## src/hdl/switch_cfg_pkg.sv

```systemverilog
// Contract
// - conformance drop mode drops type 0x8808 frames and DA 01-80-C2-00-00-01 frames.
// - conformance drop mode clear drops only frames classified as flow-control pause.
// - link loss with link-change aging runs one fast cycle under 800 us.
// - normal aging removes learned entries after 300 s, tolerance 75 s.
// - while aging is enabled, any port losing link ages out all learned addresses.
// - pass-all bit forwards every frame, errored ones included, for sniffer debug.
// - long-frame bit accepts frames up to 2K bytes; clearing withdraws that.
// - bit 5 clear follows autonegotiation for transmit pause; set forces it off.
// - bit 4 clear follows autonegotiation for receive pause; set forces it off.
// - both pause-disable bits load from one strap; afterwards written independently.
// - length check drops frames with length below 1500 and mismatched payload.
// - aging enable resets to one; when zero nothing ages.
// - fast-age bit selects an aging period one cycle under 800 us while set.
package switch_cfg_pkg;
  // register offsets on the management register port
  localparam logic [7:0] ADDR_DROP_LINKAGE = 8'h02;
  localparam logic [7:0] ADDR_FILTER_AGING = 8'h03;
  // bit positions, drop/linkage register
  localparam int BIT_CONF_DROP = 1;
  localparam int BIT_LINK_AGE = 0;
  // bit positions, filter/aging register
  localparam int BIT_PASS_ALL = 7;
  localparam int BIT_LONG_FRAME = 6;
  localparam int BIT_TX_PAUSE_DIS = 5;
  localparam int BIT_RX_PAUSE_DIS = 4;
  localparam int BIT_LEN_CHECK = 3;
  localparam int BIT_AGE_EN = 2;
  localparam int BIT_FAST_AGE = 1;
  localparam int BIT_AGGR_BACKOFF = 0;
  // reset values and implemented-bit masks
  localparam logic [7:0] RST_DROP_LINKAGE = 8'h00;
  localparam logic [7:0] RST_FILTER_AGING = 8'h04;
  localparam logic [7:0] MASK_DROP_LINKAGE = 8'h03;
  // frame classification constants
  localparam logic [15:0] PAUSE_ETHERTYPE = 16'h8808;
  localparam logic [47:0] RESERVED_MC_DA = 48'h0180C2000001;
  localparam logic [15:0] LEN_CHECK_LIMIT = 16'h05DC;
  localparam logic [11:0] LONG_FRAME_BYTES = 12'h800;
  localparam logic [11:0] STD_FRAME_BYTES = 12'h5EE;
  // verdict reason codes
  localparam logic [3:0] REASON_NONE = 4'h0;
  localparam logic [3:0] REASON_PAUSE = 4'h1;
  localparam logic [3:0] REASON_ERRORED = 4'h2;
  localparam logic [3:0] REASON_OVERSIZE = 4'h3;
  localparam logic [3:0] REASON_LENGTH = 4'h4;
  // timing
  localparam int unsigned CLK_PERIOD_NS = 100;
  localparam int unsigned NORMAL_AGE_S = 300;
  localparam int unsigned AGE_TOLERANCE_S = 75;
  localparam int unsigned FAST_AGE_US = 800;
  localparam logic [31:0] NORMAL_AGE_CYCLES = 32'((64'(NORMAL_AGE_S) * 64'd1000000000) / 64'(CLK_PERIOD_NS));
  // one cycle short so the fast period is strictly under the limit
  localparam logic [31:0] FAST_AGE_CYCLES = 32'((FAST_AGE_US * 1000) / CLK_PERIOD_NS - 1);
endpackage : switch_cfg_pkg

```

## src/hdl/switch_cfg_if.sv

```systemverilog
`timescale 1ns/1ps
interface switch_cfg_if;
  logic ageEnable;
  logic fastAge;
  logic linkChangeAge;
  logic linkLoss;
  logic ageAllFlush;
  logic ageTick;
  logic fastActive;
  modport bank (output ageEnable, output fastAge, output linkChangeAge,
    input linkLoss, input ageAllFlush, input ageTick, input fastActive);
  modport timer (input ageEnable, input fastAge, input linkChangeAge, input linkLoss,
    output ageTick, output fastActive);
  modport monitor (input ageEnable, output linkLoss, output ageAllFlush);
endinterface : switch_cfg_if

```

## src/hdl/link_loss_monitor.sv

```systemverilog
`timescale 1ns/1ps
module link_loss_monitor #(
  parameter int N_PORTS = 4
) (
  input wire logic clk,
  input wire logic rstn,
  input wire logic [N_PORTS-1:0] linkUp,
  switch_cfg_if.monitor cfg
);
  typedef struct packed {
    logic [N_PORTS-1:0] linkPrev;
    logic linkLoss;
    logic ageAllFlush;
  } monitor_state_t;

  monitor_state_t s;
  monitor_state_t next_s;

  // link up to link down on any port, one pulse per event cycle
  always_comb
  begin
    next_s = s;
    next_s.linkPrev = linkUp;
    next_s.linkLoss = |(s.linkPrev & ~linkUp);
    // flush is held back while aging is off, nothing may age then
    next_s.ageAllFlush = cfg.ageEnable && (|(s.linkPrev & ~linkUp));
  end

  // all ports assumed down at reset so no spurious loss edge
  always_ff @(posedge clk or negedge rstn)
  begin
    if (!rstn)
      s <= '0;
    else
      s <= next_s;
  end

  assign cfg.linkLoss = s.linkLoss;
  assign cfg.ageAllFlush = s.ageAllFlush;
endmodule : link_loss_monitor

```

## src/hdl/age_timer.sv

```systemverilog
`timescale 1ns/1ps
module age_timer #(
  parameter logic [31:0] NORMAL_AGE_CYCLES = switch_cfg_pkg::NORMAL_AGE_CYCLES,
  parameter logic [31:0] FAST_AGE_CYCLES = switch_cfg_pkg::FAST_AGE_CYCLES
) (
  input wire logic clk,
  input wire logic rstn,
  switch_cfg_if.timer cfg
);
  typedef enum logic [1:0] {AGE_OFF, AGE_NORMAL, AGE_LINK_FAST} age_mode_t;
  typedef struct packed {
    age_mode_t mode;
    logic [31:0] count;
    logic tick;
    logic fastActive;
  } age_state_t;

  age_state_t s;
  age_state_t next_s;
  logic useFast;

  // fast period while the bit is set or a link-loss cycle runs
  assign useFast = cfg.fastAge || (s.mode == AGE_LINK_FAST);

  always_comb
  begin
    next_s = s;
    next_s.tick = 1'b0;
    unique case (s.mode)
      AGE_OFF:
      begin
        next_s.count = '0;
        if (cfg.ageEnable)
          next_s.mode = AGE_NORMAL;
      end
      AGE_NORMAL, AGE_LINK_FAST:
      begin
        if (!cfg.ageEnable)
        begin
          next_s.mode = AGE_OFF;
          next_s.count = '0;
        end
        else if (cfg.linkLoss && cfg.linkChangeAge)
        begin
          // a new loss restarts the single fast cycle
          next_s.mode = AGE_LINK_FAST;
          next_s.count = '0;
        end
        else if (s.count >= (useFast ? FAST_AGE_CYCLES : NORMAL_AGE_CYCLES) - 32'h1)
        begin
          next_s.tick = 1'b1;
          next_s.count = '0;
          next_s.mode = AGE_NORMAL;
        end
        else
          next_s.count = s.count + 32'h1;
      end
      // unused code: fall back to the idle state
      default:
      begin
        next_s.mode = AGE_OFF;
        next_s.count = '0;
      end
    endcase
    next_s.fastActive = cfg.ageEnable && (cfg.fastAge || next_s.mode == AGE_LINK_FAST);
  end

  always_ff @(posedge clk or negedge rstn)
  begin
    if (!rstn)
      s <= '{mode: AGE_OFF, count: '0, tick: 1'b0, fastActive: 1'b0};
    else
      s <= next_s;
  end

  assign cfg.ageTick = s.tick;
  assign cfg.fastActive = s.fastActive;
endmodule : age_timer

```

## src/hdl/switch_global_frame_aging_control.sv

```systemverilog
`timescale 1ns/1ps
module switch_global_frame_aging_control #(
  parameter int N_PORTS = 4,
  parameter logic [31:0] NORMAL_AGE_CYCLES = switch_cfg_pkg::NORMAL_AGE_CYCLES,
  parameter logic [31:0] FAST_AGE_CYCLES = switch_cfg_pkg::FAST_AGE_CYCLES,
  parameter logic [11:0] STD_FRAME_BYTES = switch_cfg_pkg::STD_FRAME_BYTES
) (
  input wire logic clk,
  input wire logic rstn,
  input wire logic pauseDisableStrapPin,
  // management register port
  input wire logic [7:0] regAddr,
  input wire logic regWrite,
  input wire logic regRead,
  input wire logic [7:0] regWrData,
  output logic [7:0] regRdData,
  output logic regRdValid,
  // frame descriptor from the receive side
  input wire logic frameValid,
  input wire logic [15:0] frameTypeLen,
  input wire logic [47:0] frameDestAddr,
  input wire logic frameIsPause,
  input wire logic frameErrored,
  input wire logic [11:0] frameBytes,
  input wire logic [11:0] framePayloadBytes,
  output logic verdictValid,
  output logic verdictDrop,
  output logic [3:0] verdictReason,
  // pause flow control
  input wire logic autonegotiationTxPause,
  input wire logic autonegotiationRxPause,
  output logic txPauseEnable,
  output logic rxPauseEnable,
  // aging
  input wire logic [N_PORTS-1:0] linkUp,
  output logic ageTick,
  output logic ageAllFlush,
  output logic fastAgeActive
);
  typedef struct packed {
    logic [7:0] dropLinkage;
    logic [7:0] filterAging;
    logic strapDone;
    logic [7:0] rdData;
    logic rdValid;
    logic txPauseEn;
    logic rxPauseEn;
    logic verdictValid;
    logic verdictDrop;
    logic [3:0] verdictReason;
  } bank_state_t;

  bank_state_t s;
  bank_state_t next_s;

  switch_cfg_if cfg ();

  // address match, shared by the read and the write paths
  function automatic logic hitReg(input logic [7:0] addr, input logic [7:0] target);
    hitReg = (addr == target);
  endfunction : hitReg

  // readback of a register; unmapped offsets read zero
  function automatic logic [7:0] readReg(input logic [7:0] addr, input bank_state_t st);
    if (hitReg(addr, switch_cfg_pkg::ADDR_DROP_LINKAGE))
      readReg = st.dropLinkage & switch_cfg_pkg::MASK_DROP_LINKAGE;
    else if (hitReg(addr, switch_cfg_pkg::ADDR_FILTER_AGING))
      readReg = st.filterAging;
    else
      readReg = 8'h00;
  endfunction : readReg

  // control bits seen by the filter this cycle
  logic passAll;
  logic longFrame;
  logic lenCheck;
  logic confDrop;
  logic [11:0] maxBytes;
  logic pauseHit;
  logic oversize;
  logic lenMismatch;

  assign passAll = s.filterAging[switch_cfg_pkg::BIT_PASS_ALL];
  assign longFrame = s.filterAging[switch_cfg_pkg::BIT_LONG_FRAME];
  assign lenCheck = s.filterAging[switch_cfg_pkg::BIT_LEN_CHECK];
  assign confDrop = s.dropLinkage[switch_cfg_pkg::BIT_CONF_DROP];

  // size limit follows the long-frame bit frame by frame
  assign maxBytes = longFrame ? switch_cfg_pkg::LONG_FRAME_BYTES : STD_FRAME_BYTES;

  // pause class depends on the conformance drop mode
  always_comb
  begin
    if (confDrop)
      pauseHit = (frameTypeLen == switch_cfg_pkg::PAUSE_ETHERTYPE)
        || (frameDestAddr == switch_cfg_pkg::RESERVED_MC_DA);
    else
      pauseHit = frameIsPause;
  end

  assign oversize = frameBytes > maxBytes;

  // only length values under the limit are checked, larger ones are types
  assign lenMismatch = lenCheck && (frameTypeLen < switch_cfg_pkg::LEN_CHECK_LIMIT)
    && (frameTypeLen != {4'h0, framePayloadBytes});

  // register bank, strap capture, pause gating and frame verdict
  always_comb
  begin
    next_s = s;
    next_s.rdValid = 1'b0;
    next_s.verdictValid = 1'b0;

    // strap caught once, on the first edge after reset release
    if (!s.strapDone)
    begin
      next_s.strapDone = 1'b1;
      next_s.filterAging[switch_cfg_pkg::BIT_TX_PAUSE_DIS] = pauseDisableStrapPin;
      next_s.filterAging[switch_cfg_pkg::BIT_RX_PAUSE_DIS] = pauseDisableStrapPin;
    end

    // software write; it wins over the strap load in the same cycle
    if (regWrite)
    begin
      if (hitReg(regAddr, switch_cfg_pkg::ADDR_DROP_LINKAGE))
        next_s.dropLinkage = regWrData & switch_cfg_pkg::MASK_DROP_LINKAGE;
      if (hitReg(regAddr, switch_cfg_pkg::ADDR_FILTER_AGING))
        next_s.filterAging = regWrData;
    end

    // read returns the value held before any same-cycle write
    if (regRead)
    begin
      next_s.rdData = readReg(regAddr, s);
      next_s.rdValid = 1'b1;
    end

    // pause enables track autonegotiation unless forced off
    next_s.txPauseEn = autonegotiationTxPause && !next_s.filterAging[switch_cfg_pkg::BIT_TX_PAUSE_DIS];
    next_s.rxPauseEn = autonegotiationRxPause && !next_s.filterAging[switch_cfg_pkg::BIT_RX_PAUSE_DIS];

    // one verdict per descriptor, using the bits as they stand now
    if (frameValid)
    begin
      next_s.verdictValid = 1'b1;
      next_s.verdictDrop = 1'b0;
      next_s.verdictReason = switch_cfg_pkg::REASON_NONE;
      if (passAll)
      begin
        // debug pass-through overrides every drop cause
        next_s.verdictDrop = 1'b0;
      end
      else if (pauseHit)
      begin
        next_s.verdictDrop = 1'b1;
        next_s.verdictReason = switch_cfg_pkg::REASON_PAUSE;
      end
      else if (frameErrored)
      begin
        next_s.verdictDrop = 1'b1;
        next_s.verdictReason = switch_cfg_pkg::REASON_ERRORED;
      end
      else if (oversize)
      begin
        next_s.verdictDrop = 1'b1;
        next_s.verdictReason = switch_cfg_pkg::REASON_OVERSIZE;
      end
      else if (lenMismatch)
      begin
        next_s.verdictDrop = 1'b1;
        next_s.verdictReason = switch_cfg_pkg::REASON_LENGTH;
      end
    end
  end

  // aging enable comes out of reset set, pause bits cleared until strap
  always_ff @(posedge clk or negedge rstn)
  begin
    if (!rstn)
    begin
      s <= '0;
      s.dropLinkage <= switch_cfg_pkg::RST_DROP_LINKAGE;
      s.filterAging <= switch_cfg_pkg::RST_FILTER_AGING;
    end
    else
      s <= next_s;
  end

  // aging controls handed to the timer and the link monitor
  assign cfg.ageEnable = s.filterAging[switch_cfg_pkg::BIT_AGE_EN];
  assign cfg.fastAge = s.filterAging[switch_cfg_pkg::BIT_FAST_AGE];
  assign cfg.linkChangeAge = s.dropLinkage[switch_cfg_pkg::BIT_LINK_AGE];

  age_timer #(
    .NORMAL_AGE_CYCLES(NORMAL_AGE_CYCLES),
    .FAST_AGE_CYCLES(FAST_AGE_CYCLES)
  ) u_age_timer (
    .clk(clk),
    .rstn(rstn),
    .cfg(cfg)
  );

  link_loss_monitor #(
    .N_PORTS(N_PORTS)
  ) u_link_loss_monitor (
    .clk(clk),
    .rstn(rstn),
    .linkUp(linkUp),
    .cfg(cfg)
  );

  // outputs straight from flip-flops here or in the children
  assign regRdData = s.rdData;
  assign regRdValid = s.rdValid;
  assign verdictValid = s.verdictValid;
  assign verdictDrop = s.verdictDrop;
  assign verdictReason = s.verdictReason;
  assign txPauseEnable = s.txPauseEn;
  assign rxPauseEnable = s.rxPauseEn;
  assign ageTick = cfg.ageTick;
  assign ageAllFlush = cfg.ageAllFlush;
  assign fastAgeActive = cfg.fastActive;
endmodule : switch_global_frame_aging_control

```

## config.mk

```make
export PLATFORM = sky130hd
export DESIGN_NAME = switch_global_frame_aging_control
export DESIGN_NICKNAME = d
export VERILOG_FILES = /design/src/hdl/switch_cfg_pkg.sv /design/src/hdl/switch_cfg_if.sv /design/src/hdl/link_loss_monitor.sv /design/src/hdl/age_timer.sv /design/src/hdl/switch_global_frame_aging_control.sv
export SDC_FILE = /design/constraint.sdc
export NUM_CORES = 1
export LEC_CHECK = 0
export BUFFER_PORTS_ARGS = -buffer_cell sky130_fd_sc_hd__clkbuf_2
export CAP_MARGIN = 20
export CORE_ASPECT_RATIO = 0.6
export CORE_MARGIN = 5
export CORE_UTILIZATION = 45
export CTS_BUF_LIST = sky130_fd_sc_hd__clkbuf_4
export CTS_CLUSTER_DIAMETER = 200
export CTS_CLUSTER_SIZE = 20
export DETAILED_ROUTE_END_ITERATION = 12
export PLACE_DENSITY_LB_ADDON = 0.05
export REMOVE_ABC_BUFFERS = 1
export SLEW_MARGIN = 0
export SYNTH_ARGS = -nofsm -noshare
export SYNTH_HDL_FRONTEND = slang
export SYNTH_HIERARCHICAL = 1
export SYNTH_SLANG_ARGS = --single-unit
```

## constraint.sdc

```tcl
create_clock -name clk -period 4 [get_ports clk]
set_clock_uncertainty 0.1 [all_clocks]
set_input_delay 0.4 -clock clk [delete_from_list [all_inputs] [get_ports clk]]
set_output_delay 0.4 -clock clk [all_outputs]
set_load 0.005 [all_outputs]
```

## After elaboration in Yosys (flattened, before gate mapping)

Index checks and enable logic that the tools add are counted.

- $add $sub $neg: 2
- $lt $le $gt $ge: 3
- Equal/unequal tests: 8
- Multiplexer cells: 26
- Bitwise gates (word level): 2
- Reductions and logical operators: 17

Operators with widths:

| operator | number |
|---|---|
| $mux 34 | 2 |
| $pmux 34 s2 | 1 |
| $mux 32 | 2 |
| $eq 48x41->1 const B | 1 |
| $add 32x1->32 const B | 1 |
| $ge 32x32->1 | 1 |
| $sub 32x1->32 const B | 1 |
| $mux 5 | 4 |
| $mux 6 | 3 |
| $eq 16x16->1 const B | 1 |
| $eq 8x2->1 const B | 2 |
| $lt 16x11->1 const B | 1 |
| $mux 8 | 2 |
| $ne 16x12->1 | 1 |
| $gt 12x12->1 | 1 |
| $mux 12 | 1 |
| $logic_and 1x1->1 | 7 |
| $mux 1 | 7 |
| $mux 2 | 3 |
| $and 4x4->4 | 1 |
| $eq 2x2->1 const B | 2 |
| $mux 4 | 1 |
| $not 4->4 | 1 |
| $reduce_and 2->1 | 2 |
| other kinds (6) | 9 |

- Register bits: 70
- Bits of input ports: 118
- Output and inout port bits: 20
- Logic and storage cells: 76

## Logic depth before layout (Yosys ltp)

- Depth in word-level cells: 12
- Depth in mapped cells: 13
- Depth with buffers taken out: 11

## By module

The synthesis kept the hierarchy.

By module, submodules not included:

| module | instances | cells an instance | area each (sq um) | seq. area each (sq um) |
|---|---|---|---|---|
| age_timer | 1 | 212 | 2347.3 | 900.9 |
| switch_global_frame_aging_control | 1 | 177 | 1732.9 | 676.9 |
| link_loss_monitor | 1 | 13 | 201.4 | 150.1 |

## Worst setup path before layout

Ideal clock, no wire load.

- Path type: reg2reg
- From: reg u_age_timer/s[34] in the netlist's numbering
- To: reg u_age_timer/s[26] in the netlist's numbering
- Library setup time: 0.069 ns
- Arrival time: 2.760 ns
- Required time: 3.831 ns
- Setup slack: 1.070 ns
- Cell stages (with the launch flop): 13
- Path buffers: 2
- Clock period less this slack: 2.930 ns
- Path through: dfrtp_1 inv_1 ha_1 nor2_1 inv_1 ha_1 a2111o_1 a221oi_2 o311ai_2 or3_1 buf_6 buf_12 nor2_4

RTL lines:

| element | RTL line | source |
|---|---|---|
| from (decl) | age_timer.sv:18 | `age_state_t s;` |
| from (signal assigned) | age_timer.sv:71 | `s <= '{mode: AGE_OFF, count: '0, tick: 1'b0, fastActive: 1'b0};` |
| from (signal assigned) | age_timer.sv:73 | `s <= next_s;` |

==> flow_summary_export.csv <==
group,metric,value,unit
place,dp_cells,652,
floorplan,die_width,136,um
worst_setup_path,required,4.26,ns
cts,clk_latency,0.42,ns
synth,synth_adder_area_share,6.95,%
power,ir_drop,0.136,mV
synth,yosys.cell_types.count,58,
worst_setup_path,path_cells,"inv_1 -> ha_1 -> nor2_1 -> inv_1 -> ha_1 -> a2111o_1 -> a221oi_2 -> o311ai_2 -> or3_2 -> buf_12 -> nor2_4",
cts,clockBufferDepth,2,
finish,n_antenna_cell,0,
detailed_routing,dr.pass1.iters,4,
floorplan,start_util,46.4,%
synth,muxShareOfSynthArea,2.57,%
synth,async_flop_share,100,%
sta,hold-worst-slack,0.0400,ns
synth,synth_top_family_by_area,"simple AND/OR/NAND/NOR gates",
finish,fillCellCount,813,
worst_hold_path,hold_class,"in2reg",
status,status,"finished, final reports clean",
global_route,grt_pass1_wl,17.5,mm
cts,cts_sinks,69,
synth,synth_area,4280,um^2
power,powerDensity,259,nW/um^2
sta,tns,0,ns
worst_setup_path,start_kind,"register",
global_route,track_usage,19.2,%
synth,synth_xor_area_share,8.59,%
worst_setup_path,crit_path_max_fanout,21,
detailed_routing,avgViaCountPerCell,5.06,
place,place_congestion,0.926,
finish,area_growth,20.6,%
synth,synthSimpleGateAreaFrac,26.2,%
floorplan,coreArea,9220,um^2
synth,synth-compound-area-share,8.74,%
worst_setup_path,path_buf_inv,3,
sta,timing.final.crit_share,89.3,%
sta,fmax,0.280,GHz
global_route,antenna_found_initial,0,
sta,slew_headroom,55.7,%
detailed_routing,wire_per_inst,15.6,um
floorplan,die-area,11600,um^2
finish,fin_util,56.0,%
cts,h-tree-depth,3,
cts,path_clk_slew,0.10,ns
worst_setup_path,crit_type,"reg2reg",
sta,setup_viol_count_final,0,
synth,ys_seq_area_share,40.4,%
finish,final_common_cell,"clkbuf_2",
detailed_routing,drtIter0Drc,140,
finish,layout-drive-gt1-share,37.2,%
worst_setup_path,arrival,3.83,ns
detailed_routing,postRouteAntennaNets,0,
synth,synth_area_leaders,"dfrtp_1, nor2_4, xor2_1",
cts,numCtsBuffers,9,
synth,yosys_warnings,6,
synth,synth_top_area_cell,"dfrtp_1",
synth,netlist_instances,402,
finish,nets,679,
synth,synth_edf_count,0,
cts,tritoncts,"done",
synth,synth_seq_cells,69,
worst_setup_path,critical_path.slowest_cell,"or3_2",
worst_setup_path,critPathTopFamily,"simple AND/OR/NAND/NOR gates",
sta,worstMarginPinSlew,0.664,ns
detailed_routing,totalWireLength,10.5,mm
synth,ys.flop_type,"dfrtp_1",
floorplan,die_h,85.6,um
floorplan,rows,27,
synth,avgSynthCellArea,10.7,um^2
finish,final_cells,673,
cts,cts-root-buf,"clkbuf_4",
power,fin_total_pwr,1340,uW
synth,synth_top_area_share,39.7,%
global_route,first_global_vias,3480,
cts,ctsResizeCount,0,
place,hpwl,8.67,mm
power,p_leak,0.00245,uW
detailed_routing,route.detailed.drc,0,
finish,layout.cells.most_common_list,"clkbuf_2, dfrtp_1, xor2_1",
global_route,grt_overflow_total,0,
worst_setup_path,max_stage_delay,0.72,ns
floorplan,pin_count,138,
global_route,grt_max_degree,54,
sta,slew_viol_final,0,
sta,min_period,3.57,ns
worst_setup_path,cp-end-kind,"register",
detailed_routing,via_count,3408,
sta,rsz0062_at_grt,"false",
place,port_buffers,136,
sta,hold_viol_final,0,
job,drv_cap,0,
cell usage after synthesis (3+ instances only):
cell type and number:
ha_1 23, a21oi_1 10, and3_1 8, nor2_1 16, dfrtp_1 68, o21ai_0 4, or3_1 3, nor2b_1 6
nor4_1 13, buf_4 12, o21a_1 4, nand2_1 17, mux2_2 8, xnor2_1 8, o22ai_1 8, nor2_4 28
buf_12 3, nand3_1 14, nand2b_1 5, nand4_1 17, and2_1 4, nand4b_1 3, and4b_1 3, xor2_1 34
inv_1 26, nor4b_1 6, nor3_1 8, and4_1 3
logic make-up (layout without fill, tap and decap cells):
| family | after synthesis | after routing |
|---|---|---|
| buf+inv | 44 | 185 |
| other cells | 2 | 2 |
| compound gates | 47 | 47 |
| simple gates | 164 | 164 |
| flops | 69 | 69 |
| xor+xnor | 42 | 42 |
| mux | 10 | 10 |
| fa+ha+maj | 24 | 24 |
worst reg2reg max path: cells and delay by family, from the launching register on:
kind                       cells  cell delay, ns
and+or+nand+nor                3            1.04
AOI/OAI and AO/OA              3            0.85
buffers and inverters          3            0.60
adders and majority gates      2            0.56
DFF                            1            0.38
state kept, by name, summed over array words and instances, names as in the netlist:
name,flops
cfg.ageEnable,1
cfg.linkChangeAge,1
verdictValid,1
longFrame,1
verdictDrop,1
rxPauseEnable,1
lenCheck,1
verdictReason,3
u_age_timer/cfg.fastActive,1
u_link_loss_monitor/s,4
regRdValid,1
regRdData,8
u_link_loss_monitor/cfg.ageAllFlush,1
cfg.fastAge,1
passAll,1
confDrop,1
u_link_loss_monitor/cfg.linkLoss,1
u_age_timer/s,34
u_age_timer/cfg.ageTick,1
txPauseEnable,1
s,4
where the power goes:
part	leakage, uW	switching [uW]	internal (uW)	total (uW)
Sequential	0.000927	11.7	713	724
Combinational	0.00144	79.6	82.3	162
Clock	0.0000794	235	216	452
Total	0.00245	326	1010	1340
layout make-up:
cell class	count	area (um^2)	share of cell area, %
tap	130	163	3.15
inverter	26	97.6	1.89
sequential	69	1730	33.5
clock inverter	3	38.8	0.751
multi-input combinational	289	2280	44.2
clock buffer	13	97.6	1.89
timing repair buffer	143	758	14.7
metrics by stage:
stage	cell area, um^2	setup WS (ns)
final	5160	0.426
after global routing	5160	0.126
after CTS	5160	0.395
after detailed placement	4980	0.413
after global placement	4980	0.514
after floorplan	4110	-0.221
what timing repair did:
item | in CTS | in global routing
hold endpoints to repair | 20 | 0
buffers inserted | 0 | 0
hold buffers | 5 | 0
worst paths after layout:
path / from / to / slack [ns] / cells after the start
max in group asynchronous: rstn / u_link_loss_monitor/s[5] / 2.49 / 3
min in group asynchronous: rstn / regRdData[7] / 0.30 / 2
setup reg to reg: u_age_timer/s[34] / u_age_timer/s[8] / 0.43 / 11
hold / removal: frameValid / verdictValid / 0.04 / 1
setup / recovery: u_age_timer/s[34] / u_age_timer/s[8] / 0.43 / 11
hold reg to reg: s[18] / s[18] / 0.42 / 1
per-layer routing:
metal / GRT usage [%] / wire (um)
met5: 0 / 0
met4: 6.77 / 180
met3: 5.69 / 820
met2: 28.8 / 4540
met1: 26.6 / 4960
Power figures use the tool's default switching activity.
